==> config.mk <==
export PLATFORM = sky130hd
export DESIGN_NAME = ddcf_input_demux
export DESIGN_NICKNAME = d
export VERILOG_FILES = /design/src/design/ddcf_pkg.sv /design/src/design/ddcf_input_demux.sv
export SDC_FILE = /design/constraint.sdc
export NUM_CORES = 1
export LEC_CHECK = 0
export BUFFER_PORTS_ARGS = -buffer_cell sky130_fd_sc_hd__buf_2
export CAP_MARGIN = 20
export CORE_ASPECT_RATIO = 1.4
export CORE_UTILIZATION = 30
export CTS_CLUSTER_SIZE = 12
export DETAILED_ROUTE_END_ITERATION = 6
export GPL_TIMING_DRIVEN = 0
export PLACE_DENSITY = 0.58
export SYNTH_ARGS = -nofsm -noshare
export SYNTH_HDL_FRONTEND = slang
export SYNTH_SLANG_ARGS = --single-unit
==> constraint.sdc <==
create_clock -name CORE_CLK -period 4.38 [get_ports CORE_CLK]
set_input_delay 0.876 -clock CORE_CLK [delete_from_list [all_inputs] [get_ports CORE_CLK]]
set_output_delay 0.876 -clock CORE_CLK [all_outputs]
set_load 0.005 [all_outputs]
==> src/design/ddcf_pkg.sv <==
package ddcf_pkg;
  localparam int          NUM_CH        = 4;
  localparam int          DATA_W        = 16;
  localparam int          EXP_W         = 3;
  localparam int          DLY_W         = 3;
  localparam int          APB_AW        = 8;
  // Register byte offsets; status words follow the control words.
  localparam logic [7:0]  CTRL_BASE     = 8'h00;
  localparam logic [7:0]  STAT_BASE     = 8'h10;
  localparam logic [7:0]  REG_STRIDE    = 8'h04;
  localparam logic [15:0] CTRL_RESET    = 16'h0000;
  // Control field positions.
  localparam int          MODE_BIT      = 3;
  localparam int          DLY_LSB       = 4;
  localparam int          DLY_MSB       = 6;
  localparam int          GRP_LSB       = 7;
  localparam int          GRP_MSB       = 8;
  localparam int          FLOAT_BIT     = 9;
  // Mantissa grouping codes.
  localparam logic [1:0]  GRP_11_3      = 2'h0;
  localparam logic [1:0]  GRP_12_3      = 2'h1;
  localparam logic [1:0]  GRP_13_3      = 2'h2;
  localparam logic [1:0]  GRP_14_2      = 2'h3;
  // Status field positions.
  localparam int          STAT_ARMED    = 16;
  localparam int          STAT_EXP_LSB  = 17;
endpackage

==> src/design/ddcf_input_demux.sv <==
// Overview of operation
// - Select 01: mantissa 15:4, exponent 2:0.
// - Select 10: mantissa 15:3, exponent 2:0.
// - Select 11: mantissa 15:2, exponent 1:0.
// - Delay field 6:4 sets capture wait after strobe.
// - Pick one of up to eight streams.
// - Codes 000 to 111 give 0 to 7 clocks.
// - Captured sample realigned to next strobe, zero delay.
// - Gated mode: oscillator and comb advance on strobe.
// - Interpolated mode: comb updates every clock.
// - Interpolated mode: oscillator still advances on strobe.
// - Interpolated mode: input zeroed while strobe high.
// - Select 00: mantissa 15:5, exponent 2:0.
// - Split only when floating bit 9 set.
`timescale 1ns/1ps

module ddcf_channel
  import ddcf_pkg::*;
(
  input  wire logic                CORE_CLK,
  input  wire logic                RST_N,
  input  wire logic [DATA_W-1:0]   DATA_IN,
  input  wire logic                STROBE_IN,
  input  wire logic [15:0]         CTRL,
  output logic      [DATA_W-1:0]   SAMPLE_OUT,
  output logic      [EXP_W-1:0]    EXP_OUT,
  output logic                     COMB_EN,
  output logic                     OSC_EN,
  output logic                     ARMED
);
  logic [DLY_W-1:0]  dly_reg;
  logic [DLY_W-1:0]  dly_next;
  logic              armed_reg;
  logic              armed_next;
  logic [DATA_W-1:0] cap_reg;
  logic [DATA_W-1:0] cap_next;
  logic [DATA_W-1:0] align_reg;
  logic [DATA_W-1:0] align_next;
  logic [DATA_W-1:0] out_reg;
  logic [DATA_W-1:0] out_next;
  logic [EXP_W-1:0]  exp_reg;
  logic [EXP_W-1:0]  exp_next;
  logic              comb_reg;
  logic              osc_reg;

  wire logic [DLY_W-1:0] dly_sel   = CTRL[DLY_MSB:DLY_LSB];
  wire logic [1:0]       grp_sel   = CTRL[GRP_MSB:GRP_LSB];
  wire logic             float_en  = CTRL[FLOAT_BIT];
  wire logic             interp    = CTRL[MODE_BIT];

  // A zero delay captures on the strobe itself; otherwise the counter runs down.
  wire logic             cap_now   = (STROBE_IN && dly_sel == '0) ||
                                     (armed_reg && dly_reg == 3'h1);

  assign dly_next   = STROBE_IN ? dly_sel :
                      (armed_reg ? dly_reg - 3'h1 : dly_reg);
  assign armed_next = STROBE_IN ? (dly_sel != '0) :
                      (armed_reg && dly_reg != 3'h1);
  assign cap_next   = cap_now ? DATA_IN : cap_reg;
  // The previous capture moves up on each strobe, so every delay code lands
  // at the same point relative to the strobe.
  assign align_next = STROBE_IN ? cap_reg : align_reg;

  // Mantissa is kept left-justified with the unused low bits cleared.
  logic [DATA_W-1:0] mant_w;
  logic [EXP_W-1:0]  exp_w;
  always_comb begin
    mant_w = align_next;
    exp_w  = '0;
    if (float_en) begin
      case (grp_sel)
        GRP_11_3: begin
          mant_w = {align_next[15:5], 5'h00};
          exp_w  = align_next[2:0];
        end
        GRP_12_3: begin
          mant_w = {align_next[15:4], 4'h0};
          exp_w  = align_next[2:0];
        end
        GRP_13_3: begin
          mant_w = {align_next[15:3], 3'h0};
          exp_w  = align_next[2:0];
        end
        GRP_14_2: begin
          mant_w = {align_next[15:2], 2'h0};
          exp_w  = {1'b0, align_next[1:0]};
        end
        default: begin
          mant_w = align_next;
          exp_w  = '0;
        end
      endcase
    end
  end

  // Zero stuffing on strobe clocks keeps the comb gain the same in both modes.
  assign out_next = (interp && STROBE_IN) ? '0 : mant_w;
  assign exp_next = (interp && STROBE_IN) ? '0 : exp_w;

  always_ff @(posedge CORE_CLK or negedge RST_N) begin
    if (!RST_N) begin
      dly_reg   <= '0;
      armed_reg <= 1'b0;
      cap_reg   <= '0;
      align_reg <= '0;
    end else begin
      dly_reg   <= dly_next;
      armed_reg <= armed_next;
      cap_reg   <= cap_next;
      align_reg <= align_next;
    end
  end

  always_ff @(posedge CORE_CLK or negedge RST_N) begin
    if (!RST_N) begin
      out_reg  <= '0;
      exp_reg  <= '0;
      comb_reg <= 1'b0;
      osc_reg  <= 1'b0;
    end else begin
      out_reg  <= out_next;
      exp_reg  <= exp_next;
      comb_reg <= interp ? 1'b1 : STROBE_IN;
      osc_reg  <= STROBE_IN;
    end
  end

  assign SAMPLE_OUT = out_reg;
  assign EXP_OUT    = exp_reg;
  assign COMB_EN    = comb_reg;
  assign OSC_EN     = osc_reg;
  assign ARMED      = armed_reg;
endmodule // ddcf_channel

`timescale 1ns/1ps

// Two-flop synchroniser; nothing outside reads the first stage, so a
// metastable first flop never reaches the channel logic.
module ddcf_sync2
  import ddcf_pkg::*;
#(
  parameter int WIDTH = 1
) (
  input  wire logic             CORE_CLK,
  input  wire logic             RST_N,
  input  wire logic [WIDTH-1:0] ASYNC_VAL,
  output logic      [WIDTH-1:0] SYNC_VAL
);
  logic [WIDTH-1:0] s1_reg;
  logic [WIDTH-1:0] s2_reg;

  always_ff @(posedge CORE_CLK or negedge RST_N) begin
    if (!RST_N) begin
      s1_reg <= '0;
      s2_reg <= '0;
    end else begin
      s1_reg <= ASYNC_VAL;
      s2_reg <= s1_reg;
    end
  end

  assign SYNC_VAL = s2_reg;
endmodule // ddcf_sync2

`timescale 1ns/1ps

// One channel's control word. Each byte lane has its own strobe, so software
// can write the float bit without disturbing delay and mode; grouping bits 8:7 straddle both byte lanes.
module ddcf_ctrl_reg
  import ddcf_pkg::*;
#(
  parameter logic [15:0] RESET_VAL = CTRL_RESET
) (
  input  wire logic        CORE_CLK,
  input  wire logic        RST_N,
  input  wire logic        WR_EN,
  input  wire logic [1:0]  BYTE_EN,
  input  wire logic [15:0] WDATA,
  output logic      [15:0] VALUE
);
  logic [15:0] ctrl_reg;
  logic [15:0] ctrl_next;

  assign ctrl_next[7:0]  = (WR_EN && BYTE_EN[0]) ? WDATA[7:0]  : ctrl_reg[7:0];
  assign ctrl_next[15:8] = (WR_EN && BYTE_EN[1]) ? WDATA[15:8] : ctrl_reg[15:8];

  always_ff @(posedge CORE_CLK or negedge RST_N) begin
    if (!RST_N) begin
      ctrl_reg <= RESET_VAL;
    end else begin
      ctrl_reg <= ctrl_next;
    end
  end

  assign VALUE = ctrl_reg;
endmodule // ddcf_ctrl_reg

`timescale 1ns/1ps

module ddcf_input_demux
  import ddcf_pkg::*;
(
  input  wire logic                      CORE_CLK,
  input  wire logic                      RST_N,
  input  wire logic                      PSEL,
  input  wire logic                      PENABLE,
  input  wire logic                      PWRITE,
  input  wire logic [APB_AW-1:0]         PADDR,
  input  wire logic [31:0]               PWDATA,
  input  wire logic [3:0]                PSTRB,
  output logic      [31:0]               PRDATA,
  output logic                           PREADY,
  output logic                           PSLVERR,
  input  wire logic [NUM_CH*DATA_W-1:0]  DATA_IN,
  input  wire logic [NUM_CH-1:0]         SAMPLE_STROBE_IN,
  output logic      [NUM_CH*DATA_W-1:0]  SAMPLE_OUT,
  output logic      [NUM_CH*EXP_W-1:0]   EXP_OUT,
  output logic      [NUM_CH-1:0]         COMB_EN,
  output logic      [NUM_CH-1:0]         OSC_EN
);
  // Pin inputs pass two flops; data and strobe share the same latency so
  // their alignment at the pins is kept.
  logic [NUM_CH*DATA_W-1:0] data_sync;
  logic [NUM_CH-1:0]        strb_sync;

  ddcf_sync2 #(
    .WIDTH (NUM_CH*DATA_W)
  ) u_data_sync (
    .CORE_CLK  (CORE_CLK),
    .RST_N     (RST_N),
    .ASYNC_VAL (DATA_IN),
    .SYNC_VAL  (data_sync)
  );

  ddcf_sync2 #(
    .WIDTH (NUM_CH)
  ) u_strb_sync (
    .CORE_CLK  (CORE_CLK),
    .RST_N     (RST_N),
    .ASYNC_VAL (SAMPLE_STROBE_IN),
    .SYNC_VAL  (strb_sync)
  );

  // APB decode: zero wait states, error on unmapped or misaligned addresses.
  wire logic       apb_acc   = PSEL && PENABLE;
  wire logic [1:0] reg_idx   = PADDR[3:2];
  wire logic       hit_ctrl  = (PADDR[7:4] == CTRL_BASE[7:4]) && (PADDR[1:0] == 2'h0);
  wire logic       hit_stat  = (PADDR[7:4] == STAT_BASE[7:4]) && (PADDR[1:0] == 2'h0);
  wire logic       mapped    = hit_ctrl || hit_stat;
  // Status is read-only, so a write to it is refused as well.
  wire logic       wr_ok     = apb_acc && PWRITE && hit_ctrl;

  logic [15:0]     ctrl_reg  [NUM_CH];
  logic [NUM_CH-1:0] armed_w;

  genvar g;
  generate
    for (g = 0; g < NUM_CH; g++) begin : g_ch
      wire logic wr_this = wr_ok && (reg_idx == 2'(g));
      ddcf_ctrl_reg u_ctrl (
        .CORE_CLK (CORE_CLK),
        .RST_N    (RST_N),
        .WR_EN    (wr_this),
        .BYTE_EN  (PSTRB[1:0]),
        .WDATA    (PWDATA[15:0]),
        .VALUE    (ctrl_reg[g])
      );

      ddcf_channel u_ch (
        .CORE_CLK   (CORE_CLK),
        .RST_N      (RST_N),
        .DATA_IN    (data_sync[g*DATA_W +: DATA_W]),
        .STROBE_IN  (strb_sync[g]),
        .CTRL       (ctrl_reg[g]),
        .SAMPLE_OUT (SAMPLE_OUT[g*DATA_W +: DATA_W]),
        .EXP_OUT    (EXP_OUT[g*EXP_W +: EXP_W]),
        .COMB_EN    (COMB_EN[g]),
        .OSC_EN     (OSC_EN[g]),
        .ARMED      (armed_w[g])
      );
    end
  endgenerate

  // Status word: presented sample, exponent and capture-pending flag.
  logic [31:0] stat_word;
  always_comb begin
    stat_word = '0;
    case (reg_idx)
      2'h0: stat_word = {12'h000, EXP_OUT[0*EXP_W +: EXP_W], armed_w[0],
                         SAMPLE_OUT[0*DATA_W +: DATA_W]};
      2'h1: stat_word = {12'h000, EXP_OUT[1*EXP_W +: EXP_W], armed_w[1],
                         SAMPLE_OUT[1*DATA_W +: DATA_W]};
      2'h2: stat_word = {12'h000, EXP_OUT[2*EXP_W +: EXP_W], armed_w[2],
                         SAMPLE_OUT[2*DATA_W +: DATA_W]};
      2'h3: stat_word = {12'h000, EXP_OUT[3*EXP_W +: EXP_W], armed_w[3],
                         SAMPLE_OUT[3*DATA_W +: DATA_W]};
      default: stat_word = '0;
    endcase
  end

  wire logic [31:0] ctrl_word = {16'h0000, ctrl_reg[reg_idx]};

  assign PREADY  = 1'b1;
  assign PSLVERR = apb_acc && (!mapped || (PWRITE && hit_stat));
  assign PRDATA  = (apb_acc && !PWRITE && hit_ctrl) ? ctrl_word :
                   (apb_acc && !PWRITE && hit_stat) ? stat_word : 32'h0000_0000;
endmodule // ddcf_input_demux

* Yosys cells after proc, flatten, opt, wreduce, memory -nomap -nowiden
Cells that the tools add are included.
** Storage, ports and cells
- Register bits after elaboration :: 428
** Cells by class
- $lt $le $gt $ge :: 1
- Mux-type cells :: 50
- Eq/ne operators :: 24
- Reductions and logical operators :: 69
- Add/subtract/negate cells :: 4
- Bitwise operators :: 1
** Operators with widths (number)
- $pmux W16 S4 :: 4
- $mux W16 :: 14
- $pmux W32 S4 :: 1
- $mux W32 :: 2
- $mux W3 :: 16
- $logic_and A1 B1 Y1 :: 38
- $bmux W16 S2 :: 1
- $pmux W3 S2 :: 4
- $eq A2 B2 Y1 const B :: 10
- $eq A3 B1 Y1 const B :: 4
- $logic_not A2 Y1 :: 6
- $logic_not A3 Y1 :: 4
- $ne A3 B1 Y1 const B :: 4
- $reduce_bool A3 Y1 :: 4
- $reduce_or A3 Y1 :: 4
- $sub A3 B1 Y3 const B :: 4
- $eq A2 B1 Y1 const B :: 5
- $mux W1 :: 8
- $reduce_bool A2 Y1 :: 4
- $logic_or A1 B1 Y1 :: 6
- $eq A4 B1 Y1 const B :: 1
- $logic_not A4 Y1 :: 1
- $ge A3 B3 Y1 const B :: 1
- $not A2 Y3 :: 1
- $logic_not A1 Y1 :: 2

* Depth between registers and ports, before layout
Gate-level depths: netlist (run 1).
- Word-level depth :: 6
- Mapped depth :: 6
- Gate-level depth less buffers :: 5

* By module
A second synthesis (run 1) with hierarchy kept.
** Unflattened totals
- Cell total of the unflattened synthesis :: 972
- Area total of the unflattened synthesis :: 15812.7 sq um
** Modules (own cells, without submodules)
- ddcf_channel :: area an instance 2182.1 sq um, instances 4, cells an instance 147, sequential area each 1426.4 sq um
- ddcf_sync2 (u_data_sync) :: area an instance 3203.1 sq um, instances 1, cells an instance 128, sequential area each 3203.1 sq um
- ddcf_ctrl_reg :: area an instance 593.1 sq um, instances 4, cells an instance 34, sequential area each 400.4 sq um
- ddcf_input_demux :: area an instance 1308.8 sq um, instances 1, cells an instance 112, sequential area each 0.0 sq um
- ddcf_sync2 (u_strb_sync) :: area an instance 200.2 sq um, instances 1, cells an instance 8, sequential area each 200.2 sq um

* Least setup slack after synthesis (run 1)
OpenSTA, ideal clock, no wires.
- Path kind :: input to output
- From :: in PADDR[5]
- To :: out PRDATA[16]
- Slack :: 1.273 ns
- Path buffers :: 2
- Required time :: 3.504 ns
- Arrival :: 2.231 ns
- Stages on the path :: 5
- Cell sequence :: or3_1 > clkbuf_1 > nor4_1 > clkbuf_1 > and3_1
** On the way
- Cells in the longest elaborated chain, start to end :: 5
** RTL lines
- start, declared :: RTL line ddcf_input_demux.sv:208 : input wire logic [APB_AW-1:0] PADDR,
- $eq A4 B1 Y1 :: RTL line ddcf_input_demux.sv:248 : wire logic hit_stat = (PADDR[7:4] == STAT_BASE[7:4]) && (PADDR[1:0] == 2'h0);
- $logic_and A1 B1 Y1 :: RTL line ddcf_input_demux.sv:248
- $logic_and A1 B1 Y1 :: RTL line ddcf_input_demux.sv:306 : (apb_acc && !PWRITE && hit_stat) ? stat_word : 32'h0000_0000;
- $mux W32 :: RTL line ddcf_input_demux.sv:306
- $mux W32 * :: RTL line ddcf_input_demux.sv:305 : assign PRDATA = (apb_acc && !PWRITE && hit_ctrl) ? ctrl_word :
- end, declared :: RTL line ddcf_input_demux.sv:211 : output logic [31:0] PRDATA,
Mark *: on every way between the ends. The rest lies on a longest branch, timed or not.

* Worst setup path in the final report (run 1)
- From :: in PADDR[5]
- To :: out PRDATA[5]
The elaborated chain is that of the path after synthesis.

==> reports/metrics.cfg, run 1 <==
[pwr]
switching_share_pct=23.5
peakVddDrop_mv=0.222
power.total_mw=8.77
power.density_mw_per_mm2=461
combPwrFrac_pct=10.0
p_switching_mw=2.07
power_leakage_nw=9.00
seqPwrFrac_pct=51.0
internal-power_mw=6.71
clkPwrFrac_pct=39.0

[cts]
cts_tree=done
cts-root-buf=clkbuf_16
clk_latency_ps=540
postCtsHoldBufs=0
cts_max_level=2
cts_setup_buffers=0
cts_buffer_depth=3
cts_resized=0
cts_made_buffers=43
clk_pin_slew_ps=60
cts_sinks=428

[layout]
postLayoutCellArea_mm2=0.0190
layout.cells.non_filler=1982
final_util_pct=36.6
drive_above_1_share_pct=38.2
syn2layout_area_growth_pct=20.7
finish.net_count=1432

[sta]
relSlewSlack_pct=42.6
finClkSkew_ps=12.0
setup_tns_ps=0
fin_crit_sh_pct=93.6
setup_viol=0
min_period_ps=4100
rsz0062_at_grt=false
tightest_slew_ps=860
whs_ps=209
drv_slew=0
setup_slack_ps=279
fmax_ghz=0.244
finalHoldViolations=0

[critical_path]
r2r_end=g_ch[1].u_ch.cap_reg[10]$_DFFE_PN0P_
r2r_start=u_strb_sync.SYNC_VAL[1]$_DFF_PN0_
critical_path_required_ps=3500
cp.arrival_ps=3230
critPathKind=in2out
critPathCaptureType=output pin
crit_fanout=10
rrSetupSlack_ps=1920
start_kind=primary input
crit_path_start=PADDR[5]
ff2ff_path_depth=6

[global_route]
grt_use_total_pct=14.9
grt_antenna_before_repair=5
grt_max_degree=120
grt_pass1_vias=9694
grt_pass1_wl_um=59400
grt-ovfl-total=0

[routing]
first_iter_violations=455
drc=0
vias=8973
wirelength_um=39100
ant_nets=0
via_per_inst=4.53
dr.pass1.iters=4
wl_per_cell_um=19.7

[synth]
yosysSeqAreaShare_pct=68.0
synth_mux_area_share_pct=18.4
synth_edf_count=0
ys_top_cells_by_area=dfrtp_1, mux2_2, mux2i_1
async_flop_share_pct=100
ys_ff_latch=428
synth_adder_area_share_pct=0.635
synth-compound-area-share_pct=2.74
avgSynthCellArea_um2=15.1
synth_common_cells=dfrtp_1, mux2_2, mux2i_1
synth-simple-area-share_pct=6.93
ys.flop_type=dfrtp_1
synth_top_family_by_area=multiplexers
yosys.area.top_type=dfrtp_1
yosysTopAreaCellShare_pct=68.0
syn-cell-area_mm2=0.0158
yosysMostFrequentCell=dfrtp_1
syn_inst=1046
yosysWarningCount=0
synth_cell_types=37
synth-xor-area-share_pct=0.445

[min_path]
min_path_type=in2async

[place]
dpl.cell_count=1918
io_buffer_count=201
detailed_place_hpwl_um=28800
gp_congestion=0.802
dp_slack_ps=346
dpl-instance-area_mm2=0.0177

[floorplanning]
die_h_um=273
num_io_pins=235
core_mm2=0.0520
fp.dieW_um=196
initial_core_util_pct=30.3
design.die.area_mm2=0.0535
row_count=99

[flow_run]
maxCapViolCount=0

[run_status]
status=finished, final reports clean

==> worst max-delay path: stages <==
cell      delay (ps)
buf_2            100
or3_1            360
clkbuf_1         270
nor4_1           710
clkbuf_1         450
and3_1           320
buf_2            140
==> cells in the final DEF (no fill, tap or decap), drive strengths merged <==
master,count
dfrtp,428
buf,251
mux2,192
clkbuf,87
mux2i,64
and2,49
nand2,36
and3,34
a22oi,32
inv,20
nor2,16
o21ai,14
conb,13
nand2b,12
a21oi,10
nor3,9
xnor2,8
ha,8
nor4,6
or2,5
nor4b,5
o21a,4
mux4,4
nand4,4
nor2b,3
a31o,3
nand3,2
diode,1
or3,1
a211oi,1
o21bai,1
or4,1
or4b,1
clkinv,1
==> final cells by class <==
class | instances | area, um2
antenna | 1 | 2.50
buffer | 71 | 379
clock buffer | 62 | 1270
clock inverter | 1 | 5.00
fill | 4998 | 33000
inverter | 20 | 75.1
multi-input combinational | 538 | 4640
sequential | 428 | 10700
tap | 656 | 821
timing repair buffer | 205 | 1130
==> cells by family (layout without fill, tap and decap cells) <==
group	Yosys count	after routing
other cells	2	14
simple gates	184	184
xor+xnor	8	8
buf+inv	91	359
mux	260	260
compound gates	65	65
flops	428	428
fa+ha+maj	8	8
==> power groups by stage <==
| stage | Sequential [mW] | Clock, mW | Combinational (mW) |
|---|---|---|---|
| floorplan | 4.49 | 0 | 0.463 |
| global placement | 4.55 | 0 | 0.871 |
| detailed placement | 4.55 | 0 | 0.904 |
| CTS | 4.48 | 3.55 | 0.908 |
| global route | 4.51 | 3.71 | 0.977 |
| finish | 4.47 | 3.42 | 0.876 |
==> worst max-delay path by stage <==
stage | to | slack, ps
after floorplan | PRDATA[16] | 1270
after global placement | u_data_sync.s1_reg[13]$_DFF_PN0_ | -5950
after detailed placement | PRDATA[5] | 350
after CTS | PRDATA[5] | 340
after global routing | PRDATA[3] | 190
final | PRDATA[5] | 280
==> routing by layer <==
layer,global-route usage [%],wire (um)
met5,0,63
met4,4.89,1030
met3,3.88,2460
met2,26.1,20200
met1,17.6,15300
(Power assumes the default switching activity.)
==> run 2, diff against run 1 <==
CAP_MARGIN = default   (was 20)
SETUP_SLACK_MARGIN = 0.1   (was default)
SYNTH_HIERARCHICAL = 1   (was default)
==> reports/metrics.cfg, run 2 <==
[synth]
avgSynthCellArea_um2=16.3  ; +8.0%
yosysMostFrequentCell=dfrtp_1
ys_top_cells_by_area=dfrtp_1, mux2_2, mux4_2
yosys.area.top_type=dfrtp_1
ys.flop_type=dfrtp_1
yosysTopAreaCellShare_pct=67.7  ; -0.23 points
syn-cell-area_mm2=0.0158  ; +0.34%
ys_ff_latch=428  ; unchanged
yosysSeqAreaShare_pct=67.7  ; -0.23 points
async_flop_share_pct=100  ; unchanged
synth_common_cells=dfrtp_1, mux2_2, and2_1
synth_cell_types=35  ; -5.4%
synth_edf_count=0  ; unchanged
yosysWarningCount=6  ; +6
syn_inst=972  ; -7.1%

[sta]
finClkSkew_ps=18.3  ; +6.27 ps
rsz0062_at_grt=false
finalHoldViolations=0  ; unchanged
fmax_ghz=0.268  ; +10%
relSlewSlack_pct=39.0  ; -3.6 points
drv_slew=0  ; unchanged
min_period_ps=3730  ; -372 ps
fin_crit_sh_pct=85.2  ; -8.5 points
setup_tns_ps=0  ; unchanged
tightest_slew_ps=915  ; +55.2 ps
setup_viol=0  ; unchanged

[floorplanning]
design.die.area_mm2=0.0536  ; +0.34%
fp.dieW_um=196  ; +0.17%
row_count=99  ; unchanged
num_io_pins=235  ; unchanged
die_h_um=274  ; +0.17%
core_mm2=0.0520  ; unchanged
initial_core_util_pct=30.4  ; +0.10 points

[critical_path]
critPathCaptureType=output pin
cp.arrival_ps=2850  ; -380 ps
critPathKind=in2out
cp_num_buf_inv=4  ; unchanged
critPathSlowestCell=or4_4
rrSetupSlack_ps=2510  ; +590 ps
cpMostUsedCell=buf_2
crit_chain=buf_2 -> or4_4 -> or4_1 -> buf_2 -> buf_6 -> nor2_1 -> buf_2
cp_top_family=simple AND/OR/NAND/NOR gates
crit_fanout=10  ; unchanged
cpPeakStageDelay_ps=540  ; -170 ps
critical_path_required_ps=3500  ; about the same
start_kind=primary input

[cts]
cts_tree=done
cts-root-buf=clkbuf_16
cts_buffer_depth=3  ; unchanged
cts_made_buffers=44  ; +2.3%
cts_max_level=2  ; unchanged
cts_resized=0  ; unchanged
clk_pin_slew_ps=50  ; about the same
clk_latency_ps=550  ; about the same
postCtsHoldBufs=0  ; unchanged
cts_setup_buffers=0  ; unchanged
cts_sinks=428  ; unchanged

[routing]
dr.pass1.iters=4  ; unchanged
via_per_inst=4.53  ; about the same
ant_nets=0  ; unchanged
vias=8649  ; -3.6%
wirelength_um=38400  ; -1.9%
wl_per_cell_um=20.1  ; +1.7%
drc=0  ; unchanged
first_iter_violations=471  ; +3.5%

[pwr]
power_leakage_nw=8.97  ; -0.40%
power.density_mw_per_mm2=464  ; +0.68%
peakVddDrop_mv=0.383  ; +73%

[layout]
drive_above_1_share_pct=42.9  ; +4.7 points
layout.cells.non_filler=1911  ; -3.6%
postLayoutCellArea_mm2=0.0191  ; +0.34%
final_common_cell=dfrtp_1
syn2layout_area_growth_pct=20.7  ; about the same
finish.net_count=1358  ; -5.2%
layout_common_cells=dfrtp_1, buf_2, mux2_2

[place]
detailed_place_hpwl_um=28100  ; -2.2%
io_buffer_count=201  ; unchanged
dpl.cell_count=1843  ; -3.9%
gp_congestion=0.839  ; +4.6%
dpl-instance-area_mm2=0.0178  ; +0.15%

[global_route]
grt-ovfl-total=0  ; unchanged
grt_antenna_before_repair=4  ; -1
grt_pass1_vias=9328  ; -3.8%
grt_max_degree=125  ; +4.2%
grt_use_total_pct=14.6  ; -0.22 points
grt_pass1_wl_um=58200  ; -2.0%

[run_status]
status=finished, final reports clean

[flow_run]
maxCapViolCount=0  ; unchanged

[min_path]
min_path_type=in2async

## run 2: cell types whose count changed in the layout (fill, tap and decap cells not counted), sizes merged, moves of 6 or more
cell / previous run / this run
mux2i: 64 / 16
a22oi: 32 / 0
mux4: 4 / 36
and3: 34 / 17
clkbuf: 87 / 72
nor2: 16 / 30
nand2: 36 / 49
buf: 251 / 241
o21ai: 14 / 20
## run 2: final cells by class
cell class                 instances  area [um2]
sequential                       428       10700
timing repair buffer             204        1100
buffer                            49         375
fill                            4988       32900
tap                              656         821
multi-input combinational        486        4690
clock inverter                     7        48.8
clock buffer                      60        1260
inverter                          20        75.1
antenna                            1        2.50
## run 2: worst reg2reg max path, cell delays in order (launching register included)
cell      delay (ps)
dfrtp_1          410
buf_6            190
buf_2            360
nand2_1          280
clkbuf_1         300
and2_1           220
## run 2: where the power goes
| part | switching, mW | total, mW | internal, mW |
|---|---|---|---|
| Sequential | 0.213 | 4.52 | 4.31 |
| Combinational | 0.412 | 0.873 | 0.461 |
| Clock | 1.47 | 3.46 | 2.00 |
## run 2: cell families (layout without fill, tap and decap cells)
| logic type | Yosys count | after routing | share of synthesized area (%) |
|---|---|---|---|
| DFF | 428 | 428 | 67.7 |
| xor gates and xnor gates | 8 | 8 | 0.443 |
| buffers and inverters | 69 | 340 | 2.85 |
| other | 2 | 14 | 0.0475 |
| muxes | 240 | 240 | 20.5 |
| and+or+nand+nor | 180 | 180 | 6.47 |
| adders and majority gates | 8 | 8 | 0.633 |
| AOI/OAI and AO/OA | 37 | 37 | 1.35 |
## run 2: per-stage QoR
stage / hold WS, ps / power, mW / util [%] / setup WS [ps]
finish: 253 / 8.86 / 36.7 / 650
global route: 287 / 9.28 / 36.7 / 606
CTS: 269 / 9.04 / 36.7 / 692
detailed placement: 335 / 5.49 / 34.2 / 694
global placement: 332 / 5.46 / 34.0 / -5950
floorplan: 331 / 5.00 / - / 1230
## run 2: worst paths after layout
kind	cells after the start	to	from
worst min register to register	0	u_data_sync/SYNC_VAL[33]$_DFF_PN0_	u_data_sync/s1_reg[33]$_DFF_PN0_
worst max register to register	5	g_ch[1].u_ch/SAMPLE_OUT[13]$_DFF_PN0_	u_strb_sync/SYNC_VAL[1]$_DFF_PN0_
max in group asynchronous	3	u_data_sync/SYNC_VAL[15]$_DFF_PN0_	RST_N
worst max-delay path	7	PRDATA[15]	PADDR[7]
min in group CORE_CLK	0	u_data_sync/SYNC_VAL[33]$_DFF_PN0_	u_data_sync/s1_reg[33]$_DFF_PN0_
worst min-delay path	1	u_data_sync/s1_reg[59]$_DFF_PN0_	RST_N
## run 2: metal layers
layer / share of wire, % / GRT usage, %
met1: 42 / 18.9
met2: 49 / 24.8
met3: 5.6 / 2.85
met4: 2.5 / 4.54
met5: 0 / 0
==> run 3, diff against run 2 <==
PLACE_DENSITY = default   (was 0.58)
PLACE_DENSITY_LB_ADDON = 0.2   (was default)
RECOVER_POWER = 100   (was default)
SETUP_SLACK_MARGIN = 0.2   (was 0.1)
==> reports/metrics.cfg, run 3 (same netlist as run 2, synthesis figures left out) <==
[routing]
via_per_inst=4.45  ; -1.6%
met3_wirelength_um=2330  ; +7.4%
highest_layer=met4
ant_nets=0  ; unchanged
drc=0  ; unchanged
wirelength_um=39600  ; +3.3%
first_iter_violations=427  ; -9.3%
wl_met1_um=16400  ; +0.94%
wl_met2_um=19800  ; +4.3%
vias=8539  ; -1.3%
dr.pass1.iters=4  ; unchanged
wl_per_cell_um=20.7  ; +2.9%

[layout]
layout.cells.non_filler=1918  ; +0.37%
finish.net_count=1360  ; +0.15%
syn2layout_area_growth_pct=19.0
final_common_cell=dfrtp_1
layout_common_cells=dfrtp_1, buf_2, mux2_2
drive_above_1_share_pct=30.6  ; -12 points

[sta]
fin_crit_sh_pct=86.4  ; +1.2 points
fmax_ghz=0.264  ; -1.4%
tightest_slew_ps=2410  ; +1490 ps
whs_ps=337  ; +84.1 ps
setup_tns_ps=0  ; unchanged
finClkSkew_ps=22.9  ; +4.61 ps
rsz0062_at_grt=false
min_period_ps=3780  ; +53.9 ps
drv_slew=36  ; +36
finalHoldViolations=0  ; unchanged
relSlewSlack_pct=-60.6  ; -100 points
setup_viol=0  ; unchanged

[pwr]
power.density_mw_per_mm2=481  ; +3.7%
internal-power_mw=6.94  ; +2.5%
switching_share_pct=23.4  ; -0.21 points
p_switching_mw=2.12  ; +1.4%
peakVddDrop_mv=0.269  ; -30%
combPwrFrac_pct=8.8  ; -1.1 points
seqPwrFrac_pct=49.8  ; -1.2 points
power_leakage_nw=8.55  ; -4.6%
clkPwrFrac_pct=41.5  ; +2.4 points

[run_status]
failed_checks=max-capacitance violations, max-slew violations
status=complete, but fails checks

[cts]
cts_max_level=2  ; unchanged
cts_resized=0  ; unchanged
postCtsHoldBufs=0  ; unchanged
cts-root-buf=clkbuf_16
cts_setup_buffers=0  ; unchanged
cts_buffer_depth=3  ; unchanged
cts_made_buffers=45  ; +2.3%
clk_latency_ps=550  ; about the same
clk_pin_slew_ps=60  ; about the same
cts_sinks=428  ; unchanged
cts_tree=done

[critical_path]
cpMostUsedCell=or4_1
critical_path_required_ps=3500  ; about the same
critPathSlowestCell=or4_1
critPathKind=in2out
cp.arrival_ps=2910  ; +60 ps
cpPeakStageDelay_ps=580  ; +40 ps
crit_chain=buf_2 -> or4_1 -> or4_1 -> clkbuf_1 -> buf_6 -> nor2_1 -> clkbuf_2
critPathCaptureType=output pin
start_kind=primary input
crit_fanout=11  ; +1

[global_route]
grt_use_total_pct=15.2  ; +0.54 points
grt-ovfl-total=0  ; unchanged
grt_max_degree=124  ; -0.80%
grt_pass1_vias=9242  ; -0.92%
grt_pass1_wl_um=59300  ; +2.0%
grt_antenna_before_repair=6  ; +2

[place]
dpl.cell_count=1844  ; +0.054%
detailed_place_hpwl_um=28800  ; +2.4%
gp_congestion=0.834  ; -0.70%
io_buffer_count=201  ; unchanged

[floorplanning]
design.die.area_mm2=0.0536  ; unchanged
row_count=99  ; unchanged
num_io_pins=235  ; unchanged
initial_core_util_pct=30.4  ; unchanged
die_h_um=274  ; unchanged
fp.dieW_um=196  ; unchanged
core_mm2=0.0520  ; unchanged

[flow_run]
maxCapViolCount=1  ; +1

[min_path]
min_path_type=reg2reg

[run 3: cell types whose count changed in the layout (fill, tap and decap cells not counted), moves of 9 or more]
cell	before	now
mux2_2	148	115
clkbuf_1	20	96
and2_1	48	15
mux2_1	0	69
and2_0	0	33
clkbuf_2	0	9
buf_2	208	136
mux2_4	40	4
[run 3: metrics by stage]
step                worst slack [ps]  total power [mW]  cell area, um2  util (%)
floorplan                       1230              5.00           15900         -
global placement               -6300              5.48           17700      34.0
detailed placement               731              5.50           17800      34.2
CTS                              727              9.35           19200      37.0
global route                     497              9.50           18800      36.2
finish                           596              9.06           18800      36.2
[run 3: routing by layer]
layer,GRT usage [%],up-vias
met3,3.66,72
met4,4.93,0
met5,0,-
met2,26.2,243
li1,-,3834
met1,18.6,4390
[run 3: final timing paths]
path | start | endpoint | slack (ps) | cells past startpoint
max | PADDR[7] | PRDATA[15] | 600 | 7
min | u_data_sync/s1_reg[21]$_DFF_PN0_ | u_data_sync/SYNC_VAL[21]$_DFF_PN0_ | 340 | 0
max reg2reg | u_strb_sync/SYNC_VAL[1]$_DFF_PN0_ | g_ch[1].u_ch/cap_reg[13]$_DFFE_PN0P_ | 1240 | 6
min reg2reg | u_data_sync/s1_reg[21]$_DFF_PN0_ | u_data_sync/SYNC_VAL[21]$_DFF_PN0_ | 340 | 0
max in group asynchronous | RST_N | u_data_sync/SYNC_VAL[9]$_DFF_PN0_ | 1480 | 3
min in group asynchronous | RST_N | g_ch[3].u_ch/COMB_EN$_DFF_PN0_ | 1070 | 1
[run 3: power groups by stage]
| stage | sequential, mW | clock, mW | combinational [mW] |
|---|---|---|---|
| after floorplan | 4.50 | 0 | 0.499 |
| after global placement | 4.59 | 0 | 0.881 |
| after detailed placement | 4.59 | 0 | 0.906 |
| after CTS | 4.52 | 3.91 | 0.911 |
| after global routing | 4.55 | 4.06 | 0.892 |
| final | 4.51 | 3.76 | 0.794 |
[run 3: area by class of cell]
class / instances / area, um2
diodes: 2 / 5.00
fillers: 5094 / 33200
flip-flops and latches: 428 / 10700
well taps: 656 / 821
repair buffers: 205 / 1040
inverters: 20 / 75.1
clock buffers: 64 / 1320
clock inverters: 8 / 126
multi-input cells: 486 / 4470
plain buffers: 49 / 244
[run 3: worst max-delay path, delay by kind of cell]
family | cells | cell delay (ps)
buffers and inverters | 4 | 700
and+or+nand+nor | 3 | 1310
